### src/rtl/psu_oe_regs.svh
`ifndef PSU_OE_REGS_SVH
`define PSU_OE_REGS_SVH

// ----------------------------------------------------------------------
// clock rate
// ----------------------------------------------------------------------
`define SYS_CLK_KHZ 100000

// ----------------------------------------------------------------------
// timing figures in milliseconds, and the derived cycle counts
// ----------------------------------------------------------------------
`define DEBOUNCE_MS 2
`define DEBOUNCE_CYC (`DEBOUNCE_MS * `SYS_CLK_KHZ)
`define TURN_ON_DELAY_MIN_MS 5
`define TURN_ON_DELAY_MAX_MS 400
`define TURN_ON_DELAY_CYC (`TURN_ON_DELAY_MIN_MS * `SYS_CLK_KHZ)
`define OFF_TO_GOOD_DROP_DELAY_MAX_MS 5
`define GOOD_ON_DELAY_MIN_MS 100
`define GOOD_ON_DELAY_MAX_MS 500
`define GOOD_ON_DELAY_CYC (`GOOD_ON_DELAY_MIN_MS * `SYS_CLK_KHZ)
`define GOOD_OFF_LEAD_MS 1
`define GOOD_OFF_LEAD_CYC (`GOOD_OFF_LEAD_MS * `SYS_CLK_KHZ)

// ----------------------------------------------------------------------
// slot addresses
// ----------------------------------------------------------------------
`define MGMT_ADDR_BASE 8'hb0
`define FRU_ADDR_BASE 8'ha0
`define SLOT_BIT0_POS 1
`define SLOT_BIT1_POS 2

// ----------------------------------------------------------------------
// synchronised pin vector: positions and reset levels
// ----------------------------------------------------------------------
`define PIN_ON_REQ 0
`define PIN_CUTOFF 1
`define PIN_SLOT0 2
`define PIN_SLOT1 3
`define PIN_IN_REG 4
`define PIN_UV 5
`define PIN_MAINS_LOST 6
`define PIN_AC_LOSS 7
`define PIN_FAN_FAIL 8
`define PIN_OVER_TEMP 9
`define PIN_OVP 10
`define PIN_SYNC_RESET 11'h003
`define EARLY_SEL_RESET 3'h7

`endif

### src/rtl/psu_oe_pkg.sv
package psu_oe_pkg;

	// ------------------------------------------------------------------
	// shared types
	// ------------------------------------------------------------------
	// wide enough for the longest wait (500 ms at 100 MHz)
	typedef logic [26:0] timer_t;

	// synchronised pin vector
	typedef logic [10:0] pins_t;

	// output sequencing states, one-hot
	typedef enum logic [5:0] {
		ST_OFF     = 6'b000001,
		ST_ON_WAIT = 6'b000010,
		ST_RAMP    = 6'b000100,
		ST_SETTLE  = 6'b001000,
		ST_GOOD    = 6'b010000,
		ST_DROP    = 6'b100000
	} seq_state_e;

endpackage : psu_oe_pkg

### src/rtl/level_debounce.sv
`include "psu_oe_regs.svh"

// ----------------------------------------------------------------------
// level debouncer: the output follows the input only after the input
// has held one level for STABLE_CYC consecutive cycles
// ----------------------------------------------------------------------
module level_debounce #(
	parameter int unsigned STABLE_CYC = `DEBOUNCE_CYC,
	parameter bit RESET_LEVEL = 1'b1
) (
	// clock and reset
	input wire logic sys_clk,
	input wire logic rst_n,
	// levels
	input wire logic level_in,
	output logic level_out
);

	psu_oe_pkg::timer_t count_reg; // cycles the input has differed
	psu_oe_pkg::timer_t count_next;
	logic level_reg; // accepted level
	logic level_next;

	// count while the input disagrees; any agreement restarts the count,
	// so a bouncing contact never gets through
	always_comb begin
		count_next = '0;
		level_next = level_reg;
		if (level_in != level_reg) begin
			if (count_reg >= psu_oe_pkg::timer_t'(STABLE_CYC - 1)) begin
				level_next = level_in;
			end else begin
				count_next = count_reg + 27'h1;
			end
		end
	end

	// registers
	always_ff @(posedge sys_clk or negedge rst_n) begin
		if (!rst_n) begin
			count_reg <= '0;
			level_reg <= RESET_LEVEL;
		end else begin
			count_reg <= count_next;
			level_reg <= level_next;
		end
	end

	assign level_out = level_reg;

endmodule : level_debounce

### src/rtl/psu_output_enable_control.sv
// Notes on behaviour
// low on-request enables the main rail
// request high or open: all but standby off
// undriven on-request reads as stay off
// on-request is debounced against switch bounce
// turn-on starts 5 ms to 400 ms after request
// request removed: output good drops within 5 ms
// good rises 100-500 ms after outputs settle
// good low on undervoltage or lost mains
// good falls at least 1 ms before rail off; on latched overvoltage good and rail drop together
// selectable early-drop sources: mains, fan, temperature
// system reads low inserted line as present
// cutoff high or open forces main off
// turn-on needs cutoff and request both low
// system grounds the cutoff mating contact
// identification memory serves byte, sequential, write, page
// management address 0xb0-0xb6 from slot pins
// identification address 0xa0-0xa6 from slot pins
// identification content uses standard unit data format
// overvoltage latch clears by request off then on
// good drops before output on enable removal
`include "psu_oe_regs.svh"

module psu_output_enable_control #(
	parameter int unsigned DEBOUNCE_CYC = `DEBOUNCE_CYC,
	parameter int unsigned TURN_ON_DELAY_CYC = `TURN_ON_DELAY_CYC,
	parameter int unsigned GOOD_ON_DELAY_CYC = `GOOD_ON_DELAY_CYC,
	parameter int unsigned GOOD_OFF_LEAD_CYC = `GOOD_OFF_LEAD_CYC
) (
	// clock and reset
	input wire logic sys_clk,
	input wire logic rst_n,
	// host-facing pins
	input wire logic on_request_n,
	input wire logic extract_cutoff_n,
	input wire logic slot_addr_bit0,
	input wire logic slot_addr_bit1,
	// analog supervisor levels
	input wire logic outputs_in_reg,
	input wire logic output_uv,
	input wire logic mains_lost,
	input wire logic ac_loss_warn,
	input wire logic fan_fail,
	input wire logic over_temp,
	input wire logic ovp_trip,
	// configuration from local logic: {over_temp, fan_fail, ac_loss}
	input wire logic [2:0] early_drop_sel,
	// outputs to power stage and pins
	output logic main_rail_en,
	output logic output_good,
	output logic module_inserted_n,
	output logic ovp_latched,
	output logic [7:0] mgmt_addr,
	output logic [7:0] fru_addr
);

	// ------------------------------------------------------------------
	// helper functions
	// ------------------------------------------------------------------

	// true on the last cycle of a wait of lim cycles
	function automatic logic timer_done(input psu_oe_pkg::timer_t t,
		input int unsigned lim);
		timer_done = (t >= psu_oe_pkg::timer_t'(lim - 1));
	endfunction : timer_done

	// place the two slot pins in address bits 2 and 1
	function automatic logic [7:0] slot_address(input logic [7:0] base,
		input logic bit1, input logic bit0);
		logic [7:0] a;
		a = base;
		a[`SLOT_BIT0_POS] = bit0;
		a[`SLOT_BIT1_POS] = bit1;
		slot_address = a;
	endfunction : slot_address

	// ------------------------------------------------------------------
	// pin synchronisers
	// ------------------------------------------------------------------
	psu_oe_pkg::pins_t pins_raw; // raw pin levels
	psu_oe_pkg::pins_t sync1_reg; // first stage, read only by sync2
	psu_oe_pkg::pins_t sync2_reg; // second stage, safe to use

	assign pins_raw = {ovp_trip, over_temp, fan_fail, ac_loss_warn, mains_lost,
		output_uv, outputs_in_reg, slot_addr_bit1, slot_addr_bit0,
		extract_cutoff_n, on_request_n};

	// request and cutoff reset high, as if their pull-ups were in charge
	always_ff @(posedge sys_clk or negedge rst_n) begin
		if (!rst_n) begin
			sync1_reg <= `PIN_SYNC_RESET;
			sync2_reg <= `PIN_SYNC_RESET;
		end else begin
			sync1_reg <= pins_raw;
			sync2_reg <= sync1_reg;
		end
	end

	// ------------------------------------------------------------------
	// request debounce
	// ------------------------------------------------------------------
	logic req_n_clean; // debounced on-request, active low

	// the cutoff is not debounced: extraction has to act quickly
	level_debounce #(
		.STABLE_CYC(DEBOUNCE_CYC),
		.RESET_LEVEL(1'b1)
	) u_req_debounce (
		.sys_clk(sys_clk),
		.rst_n(rst_n),
		.level_in(sync2_reg[`PIN_ON_REQ]),
		.level_out(req_n_clean)
	);

	// ------------------------------------------------------------------
	// combined conditions
	// ------------------------------------------------------------------
	logic req_on; // request asserted
	logic cutoff_ok; // cutoff pin held low
	logic enable; // both permit turn-on
	logic early_drop; // selected warning source active
	logic out_fault; // undervoltage or lost mains
	logic in_reg; // every output within regulation

	always_comb begin
		req_on = !req_n_clean;
		cutoff_ok = !sync2_reg[`PIN_CUTOFF];
		enable = req_on && cutoff_ok;
		early_drop = |(early_drop_sel & {sync2_reg[`PIN_OVER_TEMP],
			sync2_reg[`PIN_FAN_FAIL], sync2_reg[`PIN_AC_LOSS]});
		out_fault = sync2_reg[`PIN_UV] || sync2_reg[`PIN_MAINS_LOST];
		in_reg = sync2_reg[`PIN_IN_REG];
	end

	// ------------------------------------------------------------------
	// overvoltage latch
	// ------------------------------------------------------------------
	logic ovp_reg; // latched overvoltage shutdown
	logic ovp_next;
	logic ovp_seen_off_reg; // request went off while latched
	logic ovp_seen_off_next;

	// the trip wins over a clear in the same cycle; clearing needs the
	// request to go off and then come back on
	always_comb begin
		ovp_next = ovp_reg;
		ovp_seen_off_next = ovp_seen_off_reg;
		if (sync2_reg[`PIN_OVP]) begin
			ovp_next = 1'b1;
			ovp_seen_off_next = 1'b0;
		end else if (ovp_reg) begin
			if (!req_on) begin
				ovp_seen_off_next = 1'b1;
			end else if (ovp_seen_off_reg) begin
				ovp_next = 1'b0;
				ovp_seen_off_next = 1'b0;
			end
		end
	end

	// registers
	always_ff @(posedge sys_clk or negedge rst_n) begin
		if (!rst_n) begin
			ovp_reg <= 1'b0;
			ovp_seen_off_reg <= 1'b0;
		end else begin
			ovp_reg <= ovp_next;
			ovp_seen_off_reg <= ovp_seen_off_next;
		end
	end

	// ------------------------------------------------------------------
	// output sequencer
	// ------------------------------------------------------------------
	psu_oe_pkg::seq_state_e state_reg; // sequencer state
	psu_oe_pkg::seq_state_e state_next;
	psu_oe_pkg::timer_t timer_reg; // cycles spent in the state
	psu_oe_pkg::timer_t timer_next;
	logic rail_en_reg; // main rail enable
	logic rail_en_next;
	logic good_reg; // output good
	logic good_next;

	// good is high only in ST_GOOD; leaving it passes ST_DROP unless overvoltage is latched,
	// which keeps the rail on for the warning lead before cutting it
	always_comb begin
		state_next = state_reg;
		case (state_reg)
			psu_oe_pkg::ST_OFF: begin
				// all but standby are off here
				if (enable && !ovp_reg && !early_drop) begin
					state_next = psu_oe_pkg::ST_ON_WAIT;
				end
			end
			psu_oe_pkg::ST_ON_WAIT: begin
				// debounce plus this wait stays within 5 ms to 400 ms
				if (!enable || ovp_reg) begin
					state_next = psu_oe_pkg::ST_OFF;
				end else if (timer_done(timer_reg, TURN_ON_DELAY_CYC)) begin
					state_next = psu_oe_pkg::ST_RAMP;
				end
			end
			psu_oe_pkg::ST_RAMP: begin
				// good is still low, so the rail may go at once
				if (!enable || ovp_reg) begin
					state_next = psu_oe_pkg::ST_OFF;
				end else if (in_reg && !out_fault) begin
					state_next = psu_oe_pkg::ST_SETTLE;
				end
			end
			psu_oe_pkg::ST_SETTLE: begin
				if (!enable || ovp_reg) begin
					state_next = psu_oe_pkg::ST_OFF;
				end else if (!in_reg || out_fault) begin
					state_next = psu_oe_pkg::ST_RAMP; // restart settle time
				end else if (timer_done(timer_reg, GOOD_ON_DELAY_CYC)) begin
					state_next = psu_oe_pkg::ST_GOOD;
				end
			end
			psu_oe_pkg::ST_GOOD: begin
				// overvoltage is protection: no lead, rail off at once
				if (ovp_reg) begin
					state_next = psu_oe_pkg::ST_OFF;
				end else if (!enable) begin
					state_next = psu_oe_pkg::ST_DROP;
				end else if (early_drop || out_fault || !in_reg) begin
					state_next = psu_oe_pkg::ST_DROP;
				end
			end
			psu_oe_pkg::ST_DROP: begin
				if (ovp_reg || timer_done(timer_reg, GOOD_OFF_LEAD_CYC)) begin
					state_next = psu_oe_pkg::ST_OFF;
				end
			end
			default: begin
				state_next = psu_oe_pkg::ST_OFF;
			end
		endcase

		// the timer restarts on every change of state
		if (state_next != state_reg) begin
			timer_next = '0;
		end else if (timer_reg == '1) begin
			timer_next = timer_reg;
		end else begin
			timer_next = timer_reg + 27'h1;
		end

		// outputs follow the next state so they leave flip-flops directly
		rail_en_next = (state_next == psu_oe_pkg::ST_RAMP) ||
			(state_next == psu_oe_pkg::ST_SETTLE) ||
			(state_next == psu_oe_pkg::ST_GOOD) ||
			(state_next == psu_oe_pkg::ST_DROP);
		good_next = (state_next == psu_oe_pkg::ST_GOOD);
	end

	// registers
	always_ff @(posedge sys_clk or negedge rst_n) begin
		if (!rst_n) begin
			state_reg <= psu_oe_pkg::ST_OFF;
			timer_reg <= '0;
			rail_en_reg <= 1'b0;
			good_reg <= 1'b0;
		end else begin
			state_reg <= state_next;
			timer_reg <= timer_next;
			rail_en_reg <= rail_en_next;
			good_reg <= good_next;
		end
	end

	// ------------------------------------------------------------------
	// slot addresses and presence strap
	// ------------------------------------------------------------------
	logic [7:0] mgmt_addr_reg; // management bus address
	logic [7:0] mgmt_addr_next;
	logic [7:0] fru_addr_reg; // identification memory address
	logic [7:0] fru_addr_next;
	logic inserted_n_reg; // presence strap, tied low while powered
	logic inserted_n_next;

	// the memory itself (transfers and content) lives in a separate part;
	// this block only hands it its slot address
	always_comb begin
		mgmt_addr_next = slot_address(`MGMT_ADDR_BASE, sync2_reg[`PIN_SLOT1],
			sync2_reg[`PIN_SLOT0]);
		fru_addr_next = slot_address(`FRU_ADDR_BASE, sync2_reg[`PIN_SLOT1],
			sync2_reg[`PIN_SLOT0]);
		inserted_n_next = 1'b0;
	end

	// registers
	always_ff @(posedge sys_clk or negedge rst_n) begin
		if (!rst_n) begin
			mgmt_addr_reg <= `MGMT_ADDR_BASE;
			fru_addr_reg <= `FRU_ADDR_BASE;
			inserted_n_reg <= 1'b0;
		end else begin
			mgmt_addr_reg <= mgmt_addr_next;
			fru_addr_reg <= fru_addr_next;
			inserted_n_reg <= inserted_n_next;
		end
	end

	// ------------------------------------------------------------------
	// outputs
	// ------------------------------------------------------------------
	assign main_rail_en = rail_en_reg;
	assign output_good = good_reg;
	assign module_inserted_n = inserted_n_reg;
	assign ovp_latched = ovp_reg;
	assign mgmt_addr = mgmt_addr_reg;
	assign fru_addr = fru_addr_reg;

endmodule : psu_output_enable_control

### config.mk
export PLATFORM = sky130hd
export DESIGN_NAME = psu_output_enable_control
export DESIGN_NICKNAME = d
export VERILOG_FILES = /design/src/rtl/psu_oe_pkg.sv /design/src/rtl/level_debounce.sv /design/src/rtl/psu_output_enable_control.sv
export VERILOG_INCLUDE_DIRS = /design/src /design/src/rtl
export SDC_FILE = /design/constraint.sdc
export NUM_CORES = 1
export LEC_CHECK = 0
export BUFFER_PORTS_ARGS = -buffer_cell sky130_fd_sc_hd__buf_2
export CORE_MARGIN = 2
export CORE_UTILIZATION = 40
export CTS_CLUSTER_SIZE = 40
export DETAILED_ROUTE_END_ITERATION = 10
export SYNTH_ARGS = -nofsm -noshare
export SYNTH_HDL_FRONTEND = slang
export SYNTH_HIERARCHICAL = 1
export SYNTH_SLANG_ARGS = --single-unit
### constraint.sdc
create_clock -name sys_clk -period 3 [get_ports sys_clk]
set_input_delay 0.3 -clock sys_clk [delete_from_list [all_inputs] [get_ports sys_clk]]
set_output_delay 0.3 -clock sys_clk [all_outputs]
set_load 0.05 [all_outputs]
==> flow_summary.ini <==
[power]
total_power_w = 0.00251
power_density_nw_per_um2 = 522
leakagePower_nw = 2.10
peakVddDrop_v = 0.000279

[logic_synthesis]
yosysSeqAreaShare_pct = 50.9
synth-seq-cells = 89
synthArstFlopShare_pct = 100
synth-warning-count = 6
synth_flop_cell = dfrtp_1
yosysTopAreaCellShare_pct = 47.3
syn_area_per_cell_um2 = 9.96
synth_top_area_cell = dfrtp_1
syn_area_um2 = 4390
netlist_instances = 441
synth.area.top_cells = dfrtp_1 47%, nor2_1 5.3%, xor2_1 4.6%
synth_cell_types = 61
synth_edf_count = 0

[worst_setup_path]
crit_path_cell_trace = nor2_1 > nand2_1 > a221oi_1 > o21bai_1 > o21ai_1 > o211ai_4 > nor3_1
critPathArrivalTime_ns = 2.86
startpoint_type = flop
end_kind = flop
cpPeakStageDelay_ns = 0.52
path_delay_family = compound AO/OA/AOI/OAI gates
path_class = flop to flop
required_ns = 3.27
critPathMaxFanout = 27
critPathSlowestCell = dfrtp_1
cp_num_buf_inv = 0

[timing]
setup_viol = 0
fin_ws_ns = 0.412
fin_tns_setup_ns = 0
hold_violations = 0
rsz0062_at_grt = no
clock.fmax_mhz = 386
skew_ns = 0.0137
min_period_over_period_pct = 86.3
fin_crit_ns = 2.59
worst_pin_slew_ns = 0.750
slew-limit-headroom_pct = 49.8
drv_slew = 0

[drt]
via_count = 3166
firstDrtPassIters = 4
route.antenna.remaining_nets = 0
wl_um = 8160
drt-initial-drc-count = 235
via_per_inst = 5.15
drc = 0
post_drt_wl_per_cell_um = 13.3

[global_route]
grt_antenna_before_repair = 0
grt_max_degree = 54
grt_first_pass_wirelength_um = 14100
grt_util_all_layers_pct = 15.2
gr-total-overflow = 0
first_global_vias = 2959

[clocking]
clkTransAtPathRegs_ns = 0.10
numCtsBuffers = 9
cts_sinks = 89
h-tree-depth = 3
cts_tree = built
root_buffer = clkbuf_8
clock_path_buffers = 2
clk_latency_ns = 0.36

[final_layout]
area_delta_synth_final_pct = 9.63
drive_gt1_share_pct = 13.5
num_antenna_cells = 0
nets = 488
post-route-util_pct = 44.6

[floorplanning]
die_h_um = 109
io_pins = 36
dieArea_um2 = 11800
row_count = 38
die_w_um = 109
start_util_pct = 40.7
core_area_um2 = 10800

[place]
gp_congestion = 0.929
dp_slack_ns = 0.462
hpwl_um = 5830
port_buffers = 22

[worst_hold_path]
hold_class = input pin to flop

[run_status]
status = finished, final reports clean

[job]
maxCapViolations = 0
==> cell usage in the layout, fill, tap and decap left out, drive strengths merged, types with 4 or more instances in the layout <==
master	n
conb	22
inv	15
o211ai	5
nand2	35
o31ai	4
dfrtp	83
and4	7
nand4	13
buf	27
nor3	16
or3	8
a21oi	10
xnor2	17
a211oi	4
and2	4
and3	10
nor4	8
dfstp	6
nor2	65
clkbuf	9
o21ai	14
nand3	24
a31oi	6
xor2	23
==> per-layer routing <==
metal	vias to the layer above	share of wire (%)	GRT usage (%)	wire (um)
met1	1495	48	20.9	3890
met4	0	1.2	5.59	95
met3	11	4.1	3.35	338
met5	-	0	0	0
met2	86	47	23.4	3840
li1	1574	-	-	-
==> synth_stat cells (2+ instances only) <==
cell,instances
buf_2,2
and2_1,4
nor2_1,62
nand3_1,24
xnor2_1,17
dfrtp_1,83
or3_1,7
ha_1,2
a21o_1,2
a211oi_1,3
conb_1,3
o31ai_1,4
nor4_1,8
o21bai_1,2
o21ai_0,13
a31oi_1,6
buf_4,15
o21a_1,2
o211ai_1,4
nor3_1,15
nand2_1,35
clkbuf_1,9
and3_1,10
nor2_2,3
inv_1,11
xor2_1,23
buf_6,4
nand4b_1,2
nor2b_1,2
and4_1,6
nand4_1,13
dfstp_2,6
a21oi_1,10
nor3b_1,2
==> cell families (layout without fill, tap and decap cells) <==
group | after synthesis | in the layout | share of synthesized area [%]
multiplexers | 2 | 2 | 0.484
AND/OR/NAND/NOR | 202 | 202 | 23.5
adder cells (fa/ha/maj) | 2 | 2 | 0.570
AO/OA/AOI/OAI | 62 | 62 | 10.8
other | 3 | 22 | 0.256
XOR/XNOR | 40 | 40 | 7.98
buffers and inverters | 41 | 56 | 5.53
flip-flops | 89 | 89 | 50.9
==> power by group <==
part	switching, W	internal [W]
sequential	0.0000693	0.00128
clock	0.000459	0.000401
combinational	0.000205	0.000103
total	0.000733	0.00178
==> final cells by class <==
cell class / instances / area, um^2
Clock inverter: 7 / 83.8
Inverter: 11 / 41.3
Multi-Input combinational cell: 330 / 1990
Fill cell: 1011 / 5980
Sequential cell: 89 / 2230
Timing Repair Buffer: 29 / 170
Clock buffer: 9 / 124
Tap cell: 140 / 175
==> worst paths after layout <==
| kind | start | depth (start not counted) | end | slack (ns) |
|---|---|---|---|---|
| min | on_request_n | 1 | sync1_reg[0] | 0.03 |
| min reg2reg | sync2_reg[2] | 0 | mgmt_addr[1] | 0.35 |
| max in group asynchronous | rst_n | 3 | sync2_reg[0] | 1.69 |
| max reg2reg | state_reg[3] | 7 | timer_reg[24] | 0.41 |
| max | state_reg[3] | 7 | timer_reg[24] | 0.41 |
| min in group asynchronous | rst_n | 2 | timer_reg[0] | 0.51 |
==> timing repair <==
item | 4_1_cts | 5_1_grt
hold buffers | 1 | 1
setup buffers | 0 | 0
resized for setup | 0 | 0
endpoints found under the hold margin | 30 | 1
==> worst reg2reg max path, stage by stage, from the launching register on <==
cell,delay (ns)
dfrtp_1,0.52
nor2_1,0.35
nand2_1,0.14
a221oi_1,0.48
o21bai_1,0.19
o21ai_1,0.26
o211ai_4,0.30
nor3_1,0.27
==> stage by stage <==
stage | hold slack [ns] | area [um^2] | cells
after detailed placement | 0.335 | 4590 | 597
after CTS | 0.00156 | 4800 | 614
final | 0.0334 | 4810 | 615
after global placement | 0.334 | 4590 | 597
after global routing | 0.00956 | 4810 | 615
after floorplan | 0.00441 | 4460 | 460
No activity file was read; power rests on OpenSTA's default activity.
